File: config.mk
export PLATFORM = sky130hd
export DESIGN_NAME = fsws_host
export DESIGN_NICKNAME = d
export VERILOG_FILES = /design/src/design/fsws_cycle.v /design/src/design/fsws_host.v
export VERILOG_INCLUDE_DIRS = /design/src /design/src/design
export SDC_FILE = /design/constraint.sdc
export NUM_CORES = 1
export LEC_CHECK = 0
export ABC_AREA = 1
export BUFFER_PORTS_ARGS = -buffer_cell sky130_fd_sc_hd__buf_2
export CAP_MARGIN = 20
export CORE_MARGIN = 2
export CORE_UTILIZATION = 30
export DETAILED_ROUTE_END_ITERATION = 6
export SYNTH_ARGS = -nofsm -noshare
export SYNTH_HDL_FRONTEND = slang
export SYNTH_SLANG_ARGS = --single-unit
File: constraint.sdc
create_clock -name pclk -period 2.4 [get_ports pclk]
set_input_delay 0.12 -clock pclk [delete_from_list [all_inputs] [get_ports pclk]]
set_output_delay 0.12 -clock pclk [all_outputs]
set_load 0.01 [all_outputs]
File: src/design/fsws_consts.vh
// constants for the flash write-status polling controller
`ifndef FSWS_CONSTS_VH
`define FSWS_CONSTS_VH

// register byte offsets
`define FSWS_REG_CTRL    8'h00
`define FSWS_REG_ADDR    8'h04
`define FSWS_REG_EXP     8'h08
`define FSWS_REG_STATUS  8'h0c
`define FSWS_REG_RDATA   8'h10
`define FSWS_REG_POLLS   8'h14

// control register fields
`define FSWS_CTRL_START  0
`define FSWS_CTRL_TOGGLE 1
`define FSWS_CTRL_ABORT  2

// status register fields
`define FSWS_ST_BUSY     0
`define FSWS_ST_PASS     1
`define FSWS_ST_FAIL     2
`define FSWS_ST_READY    3

// flash data bus bit positions
`define FSWS_BIT_POLL    7
`define FSWS_BIT_TOG1    6
`define FSWS_BIT_TMO     5
`define FSWS_BIT_TOG2    2

// widths and reset values
`define FSWS_AW          22
`define FSWS_DW          16
`define FSWS_RESET_CMD   16'h00f0

// strobe phase: 100 ns at 25 ns clock period
`define FSWS_PHASE_NS    100
`define FSWS_CLK_NS      25
`define FSWS_PHASE_CYC   ((`FSWS_PHASE_NS + `FSWS_CLK_NS - 1) / `FSWS_CLK_NS)

`endif

File: src/design/fsws_cycle.v
// one asynchronous flash bus cycle (read or write) on the flash pins
`timescale 1ns/1ps
`include "fsws_consts.vh"

module fsws_cycle (
  input  wire                 pclk,
  input  wire                 presetn,
  input  wire                 start,
  input  wire                 wr,
  input  wire [`FSWS_AW-1:0]  addr,
  input  wire [`FSWS_DW-1:0]  wdata,
  input  wire [`FSWS_DW-1:0]  flash_dq_i,
  output reg                  done_r,
  output reg  [`FSWS_DW-1:0]  rdata_r,
  output reg  [`FSWS_AW-1:0]  flash_addr_r,
  output reg  [`FSWS_DW-1:0]  flash_dq_o_r,
  output reg                  flash_dq_oe_r,
  output reg                  flash_ce_n_r,
  output reg                  flash_oe_n_r,
  output reg                  flash_we_n_r
);

  localparam [1:0] C_IDLE  = 2'd0;
  localparam [1:0] C_SETUP = 2'd1;
  localparam [1:0] C_STRB  = 2'd2;
  localparam [1:0] C_HOLD  = 2'd3;
  localparam integer PH_CYC  = `FSWS_PHASE_CYC - 1;
  localparam [3:0]   PH_LAST = PH_CYC[3:0];

  reg [1:0]          st_r;
  reg [3:0]          cnt_r;
  reg                wr_r;
  reg [`FSWS_DW-1:0] dq_s1_r;
  reg [`FSWS_DW-1:0] dq_s2_r;

  // *****************************
  // pin synchroniser
  // *****************************
  always @(posedge pclk or negedge presetn) begin
    if (!presetn) begin
      dq_s1_r <= 16'h0000;
      dq_s2_r <= 16'h0000;
    end else begin
      dq_s1_r <= flash_dq_i;
      dq_s2_r <= dq_s1_r;
    end
  end

  // *****************************
  // cycle sequencer
  // *****************************
  // data is taken two edges after the strobe phase so the
  // synchroniser has settled before the strobe rises
  always @(posedge pclk or negedge presetn) begin
    if (!presetn) begin
      st_r          <= C_IDLE;
      cnt_r         <= 4'h0;
      wr_r          <= 1'b0;
      done_r        <= 1'b0;
      rdata_r       <= 16'h0000;
      flash_addr_r  <= 22'h000000;
      flash_dq_o_r  <= 16'h0000;
      flash_dq_oe_r <= 1'b0;
      flash_ce_n_r  <= 1'b1;
      flash_oe_n_r  <= 1'b1;
      flash_we_n_r  <= 1'b1;
    end else begin
      done_r <= 1'b0;
      case (st_r)
        C_IDLE: begin
          if (start) begin
            wr_r          <= wr;
            flash_addr_r  <= addr;
            flash_dq_o_r  <= wdata;
            flash_dq_oe_r <= wr;
            flash_ce_n_r  <= 1'b0;
            cnt_r         <= 4'h0;
            st_r          <= C_SETUP;
          end
        end
        C_SETUP: begin
          flash_oe_n_r <= wr_r;
          flash_we_n_r <= ~wr_r;
          cnt_r        <= 4'h0;
          st_r         <= C_STRB;
        end
        C_STRB: begin
          if (cnt_r == PH_LAST + 4'd2) begin
            if (!wr_r)
              rdata_r <= dq_s2_r;
            flash_oe_n_r <= 1'b1;
            flash_we_n_r <= 1'b1;
            st_r         <= C_HOLD;
          end else begin
            cnt_r <= cnt_r + 4'd1;
          end
        end
        C_HOLD: begin
          // ce rises after the strobe so each read is a distinct cycle
          flash_ce_n_r  <= 1'b1;
          flash_dq_oe_r <= 1'b0;
          done_r        <= 1'b1;
          st_r          <= C_IDLE;
        end
        default: st_r <= C_IDLE;
      endcase
    end
  end

endmodule

File: src/design/fsws_host.v
// host controller that polls flash write-operation status over its pins
//
// Design decisions made here: register access over APB and the address map.
`timescale 1ns/1ps
`include "fsws_consts.vh"

module fsws_host (
  input  wire                 pclk,
  input  wire                 presetn,
  input  wire                 psel,
  input  wire                 penable,
  input  wire                 pwrite,
  input  wire [7:0]           paddr,
  input  wire [31:0]          pwdata,
  output reg  [31:0]          prdata_r,
  output reg                  pready_r,
  output reg                  pslverr_r,
  output wire [`FSWS_AW-1:0]  flash_addr,
  output wire [`FSWS_DW-1:0]  flash_dq_o,
  output wire                 flash_dq_oe,
  input  wire [`FSWS_DW-1:0]  flash_dq_i,
  output wire                 flash_ce_n,
  output wire                 flash_oe_n,
  output wire                 flash_we_n,
  input  wire                 ready_busy_n
);

  localparam [2:0] S_IDLE = 3'd0;
  localparam [2:0] S_RDA  = 3'd1;
  localparam [2:0] S_WA   = 3'd2;
  localparam [2:0] S_RDB  = 3'd3;
  localparam [2:0] S_WB   = 3'd4;
  localparam [2:0] S_RST  = 3'd5;
  localparam [2:0] S_WRST = 3'd6;

  reg [2:0]          st_r;
  reg [`FSWS_AW-1:0] addr_r;
  reg [`FSWS_DW-1:0] exp_r;
  reg                tog_mode_r;
  reg                recheck_r;
  reg                pass_r;
  reg                fail_r;
  reg [`FSWS_DW-1:0] first_r;
  reg [31:0]         polls_r;
  reg                rb_s1_r;
  reg                rb_s2_r;
  reg                cyc_start_r;
  reg                cyc_wr_r;

  wire               cyc_done;
  wire [`FSWS_DW-1:0] cyc_rdata;
  wire               busy;
  wire               wr_acc;
  wire               toggled;
  wire               poll_match;

  assign busy       = (st_r != S_IDLE);
  assign wr_acc     = psel & penable & pready_r & pwrite;
  // both toggle bits are compared so erase-suspended sectors also show
  assign toggled    = (first_r[`FSWS_BIT_TOG1] ^ cyc_rdata[`FSWS_BIT_TOG1]) |
                      (first_r[`FSWS_BIT_TOG2] ^ cyc_rdata[`FSWS_BIT_TOG2]);
  assign poll_match = (cyc_rdata[`FSWS_BIT_POLL] == exp_r[`FSWS_BIT_POLL]);

  fsws_cycle u_cyc (
    .pclk          (pclk),
    .presetn       (presetn),
    .start         (cyc_start_r),
    .wr            (cyc_wr_r),
    .addr          (addr_r),
    .wdata         (`FSWS_RESET_CMD),
    .flash_dq_i    (flash_dq_i),
    .done_r        (cyc_done),
    .rdata_r       (cyc_rdata),
    .flash_addr_r  (flash_addr),
    .flash_dq_o_r  (flash_dq_o),
    .flash_dq_oe_r (flash_dq_oe),
    .flash_ce_n_r  (flash_ce_n),
    .flash_oe_n_r  (flash_oe_n),
    .flash_we_n_r  (flash_we_n)
  );

  // *****************************
  // ready/busy synchroniser
  // *****************************
  always @(posedge pclk or negedge presetn) begin
    if (!presetn) begin
      rb_s1_r <= 1'b1;
      rb_s2_r <= 1'b1;
    end else begin
      rb_s1_r <= ready_busy_n;
      rb_s2_r <= rb_s1_r;
    end
  end

  // *****************************
  // apb slave
  // *****************************
  // one wait-free access cycle: pready rises in the first access cycle
  always @(posedge pclk or negedge presetn) begin
    if (!presetn) begin
      pready_r  <= 1'b0;
      pslverr_r <= 1'b0;
      prdata_r  <= 32'h00000000;
      addr_r    <= 22'h000000;
      exp_r     <= 16'h0000;
    end else begin
      pready_r  <= psel & ~penable;
      pslverr_r <= psel & ~penable & (paddr > `FSWS_REG_POLLS |
                   paddr[1:0] != 2'b00);
      if (psel & ~penable) begin
        case (paddr)
          `FSWS_REG_CTRL:   prdata_r <= {31'h0, tog_mode_r};
          `FSWS_REG_ADDR:   prdata_r <= {10'h000, addr_r};
          `FSWS_REG_EXP:    prdata_r <= {16'h0000, exp_r};
          `FSWS_REG_STATUS: prdata_r <= {28'h0000000, rb_s2_r, fail_r,
                                         pass_r, busy};
          `FSWS_REG_RDATA:  prdata_r <= {16'h0000, cyc_rdata};
          `FSWS_REG_POLLS:  prdata_r <= polls_r;
          default:          prdata_r <= 32'h00000000;
        endcase
      end
      // address is held while a poll runs so status stays valid
      if (wr_acc && !busy && paddr == `FSWS_REG_ADDR)
        addr_r <= pwdata[`FSWS_AW-1:0];
      if (wr_acc && !busy && paddr == `FSWS_REG_EXP)
        exp_r <= pwdata[`FSWS_DW-1:0];
    end
  end

  // *****************************
  // polling sequencer
  // *****************************
  always @(posedge pclk or negedge presetn) begin
    if (!presetn) begin
      st_r        <= S_IDLE;
      tog_mode_r  <= 1'b0;
      recheck_r   <= 1'b0;
      pass_r      <= 1'b0;
      fail_r      <= 1'b0;
      first_r     <= 16'h0000;
      polls_r     <= 32'h00000000;
      cyc_start_r <= 1'b0;
      cyc_wr_r    <= 1'b0;
    end else begin
      cyc_start_r <= 1'b0;
      if (wr_acc && paddr == `FSWS_REG_CTRL &&
          pwdata[`FSWS_CTRL_ABORT]) begin
        // abandoned poll must start over from the top later
        st_r      <= S_IDLE;
        recheck_r <= 1'b0;
      end else begin
        case (st_r)
          S_IDLE: begin
            if (wr_acc && paddr == `FSWS_REG_CTRL &&
                pwdata[`FSWS_CTRL_START]) begin
              tog_mode_r <= pwdata[`FSWS_CTRL_TOGGLE];
              recheck_r  <= 1'b0;
              pass_r     <= 1'b0;
              fail_r     <= 1'b0;
              polls_r    <= 32'h00000000;
              st_r       <= S_RDA;
            end
          end
          S_RDA: begin
            cyc_wr_r    <= 1'b0;
            cyc_start_r <= 1'b1;
            polls_r     <= polls_r + 32'h1;
            st_r        <= S_WA;
          end
          S_WA: begin
            if (cyc_done) begin
              first_r <= cyc_rdata;
              if (tog_mode_r) begin
                st_r <= S_RDB;
              end else if (poll_match) begin
                // early flip of bit 7 alone; array data only on later reads
                pass_r <= 1'b1;
                st_r   <= S_IDLE;
              end else if (recheck_r) begin
                fail_r <= 1'b1;
                st_r   <= S_RST;
              end else begin
                recheck_r <= cyc_rdata[`FSWS_BIT_TMO];
                st_r      <= S_RDA;
              end
            end
          end
          S_RDB: begin
            cyc_wr_r    <= 1'b0;
            cyc_start_r <= 1'b1;
            st_r        <= S_WB;
          end
          S_WB: begin
            if (cyc_done) begin
              if (!toggled) begin
                pass_r <= 1'b1;
                st_r   <= S_IDLE;
              end else if (recheck_r) begin
                fail_r <= 1'b1;
                st_r   <= S_RST;
              end else begin
                recheck_r <= cyc_rdata[`FSWS_BIT_TMO];
                st_r      <= S_RDA;
              end
            end
          end
          S_RST: begin
            cyc_wr_r    <= 1'b1;
            cyc_start_r <= 1'b1;
            st_r        <= S_WRST;
          end
          S_WRST: begin
            if (cyc_done)
              st_r <= S_IDLE;
          end
          default: st_r <= S_IDLE;
        endcase
      end
    end
  end

endmodule

==> flow_metrics.tcl <==
set metrics [dict create \
    grt_max_degree 76 \
    globalRouteOverflowTotal 0 \
    die_w_um 180 \
    endpoint "polls_r[10]" \
    cts_tree "yes" \
    cts.sinks 200 \
    hold_viol_final 0 \
    cts_buffer_depth 2 \
    cp-start-kind "flip-flop" \
    endpoint_kind "flip-flop" \
    initialDrtViolationCount 509 \
    cts_resized 0 \
    coreArea_um2 30600 \
    io_buffers 115 \
    worstReg2RegStart "polls_r[0]" \
    async_reset_ff_share_pct 100 \
    fmax_ghz 0.530 \
    synth_top_area_cell "dfrtp_1" \
    ir_drop_mv 0.468 \
    skew_ns 0.0129 \
    worstRegToRegCells 9 \
    drtPass1Iterations 5 \
    timing.setup.tns_ns 0 \
    antenna_left 0 \
    stdcell_count 1675 \
    tightest_slew_ns 0.655 \
    dp_hpwl_mm 17.6 \
    synth-seq-cells 200 \
    ys.flop_type "dfrtp_1" \
    nNetsFinal 1334 \
    worstSetupPathType "flip-flop to flip-flop" \
    dieArea_um2 32400 \
    p_leak_nw 5.60 \
    met1_usage_pct 20.9 \
    grt_pass1_vias 7367 \
    drive_above_1_share_pct 17.1 \
    htreeDepth 4 \
    ys_seq_area_share_pct 53.9 \
    place_congestion 0.892 \
    synth.most_common_cell "nand2_1" \
    crit_required_ns 2.73 \
    wirelength_mm 23.9 \
    drc 0 \
    cts_buffers 17 \
    fp-row-count 64 \
    synthDistinctLibCells 39 \
    synth_warnings 0 \
    rsz0062_at_grt "no" \
    cts.clk_slew.worst_paths_ns 0.08 \
    final.min_clock_period_ns 1.89 \
    setup_violations 0 \
    ys_top_cells_by_count "nand2_1 (388), dfrtp_1 (195), nor2_1 (97)" \
    via_per_inst 4.47 \
    ioPinCount 138 \
    syn2layout_area_growth_pct 22.1 \
    dieHeight_um 180 \
    hp-class "input pin to flip-flop" \
    met3_usage_pct 3.52 \
    dp_cells 1603 \
    slew_headroom_pct 56.3 \
    path_max_fanout 8 \
    maxCapViolCount 0 \
    synthTopCellsByArea "dfrtp_1 (52%), nand2_1 (16%), nand3_1 (4.6%)" \
    r2r_slack_ns 0.51 \
    antenna_found_initial 1 \
    grt_first_pass_wirelength_mm 39.2 \
    busiest_layer "met2" \
    startpoint "polls_r[0]" \
    syn_area_um2 9300 \
    p_total_w 0.00900 \
    avgSynthCellArea_um2 8.34 \
    start_util_pct 30.4 \
    reg2reg_to "polls_r[10]" \
    synth_top_area_share_pct 52.5 \
    use_met2_pct 23.7 \
    wl_per_cell_um 14.3 \
    worstPathArrival_ns 2.22 \
    cts_root_buf "clkbuf_16" \
    synth_cells 1115 \
    post-route-period-util_pct 78.6 \
    clk_latency_ns 0.45 \
    final_max_slew_viol_count 0 \
    routed-via-count 7482 \
    track_usage_pct 15.1 \
    p_per_area_nw_per_um2 792 \
    outcome "finished clean" \
    synth_edf_count 0 \
]
## critical path: stages, from the launching register on
cell,delay [ns]
dfrtp_1,0.49
ha_1,0.30
nand3_1,0.19
inv_1,0.15
nand2_1,0.14
nor2_2,0.21
xnor2_1,0.14
nor2_1,0.05
nand2_1,0.06
nand2_1,0.04
## stage by stage
stage	utilization [%]	setup WS, ns	hold WS (ns)	cell area [µm²]
after floorplan	-	0.720	-0.176	9340
after global routing	37.1	0.315	0.0159	11400
after detailed placement	33.6	0.516	0.199	10300
final	37.1	0.515	0.0162	11400
after global placement	33.6	0.591	0.205	10300
after CTS	37.1	0.500	0.00403	11400
## worst min-delay path by stage
stage               cells after the start                     end  slack [ns]      start
floorplan                               0               addr_r[0]       -0.18    presetn
global placement                        1  u_cyc.flash_addr_r[17]        0.21    presetn
detailed placement                      1  u_cyc.flash_addr_r[19]        0.20    presetn
CTS                                     3               addr_r[4]       0.004  pwdata[4]
global route                            3               addr_r[4]        0.02  pwdata[4]
finish                                  3               addr_r[4]        0.02  pwdata[4]
## placed cells by master, fill, tap and decap left out, types with 6 or more instances in the layout
master / count
mux2_2: 13
xnor2_1: 6
dlygate4sd3_1: 39
nor2_2: 7
buf_2: 114
o21ai_1: 14
clkbuf_16: 17
nand2_1: 388
nand2_2: 7
dfrtp_1: 195
nor2_1: 97
o21ai_0: 62
nand4_1: 14
ha_1: 7
a21oi_1: 15
xor2_1: 8
o22ai_1: 6
nor3_1: 7
o31ai_1: 11
nand3_1: 85
buf_4: 16
conb_1: 12
inv_1: 88
## routing by layer
metal | vias to the layer above | wire (µm)
met5 | - | 0
met4 | 0 | 376
met3 | 21 | 1210
met2 | 162 | 10900
met1 | 3483 | 11400
li1 | 3816 | -
## registers in the layout, summed over array words and instances (netlist names), 16 cells and up
name,flops
u_cyc.flash_addr_r,22
polls_r,32
addr_r,22
exp_r,16
u_cyc.dq_s1_r,16
prdata_r,32
u_cyc.rdata_r,16
u_cyc.dq_s2_r,16
## cell families after synthesis
| kind of cell | synth area share, % |
|---|---|
| other cells | 0.0403 |
| fa+ha+maj | 0.941 |
| flops | 53.9 |
| xor+xnor | 1.32 |
| mux | 1.57 |
| buf+inv | 7.10 |
| compound gates | 6.56 |
| simple gates | 28.6 |
## area by class of cell
class	count	area (µm²)
fill	3218	19200
sequential	200	5010
multi-input combinational	781	3670
timing repair buffer	173	1150
tap	396	495
clock buffer	18	439
inverter	92	345
clock inverter	14	234
antenna	1	2.50
## power by group
| group | internal (W) | switching (W) | total (W) |
|---|---|---|---|
| Clock | 0.00175 | 0.00147 | 0.00321 |
| Combinational | 0.000641 | 0.00122 | 0.00186 |
| Sequential | 0.00369 | 0.000236 | 0.00392 |
| Total | 0.00607 | 0.00292 | 0.00900 |
## repair_timing
item,4_1_cts,5_1_grt
hold endpoints to repair,122,0
setup buffers,0,0
hold buffers,39,0
Power figures use the tool's default switching activity.
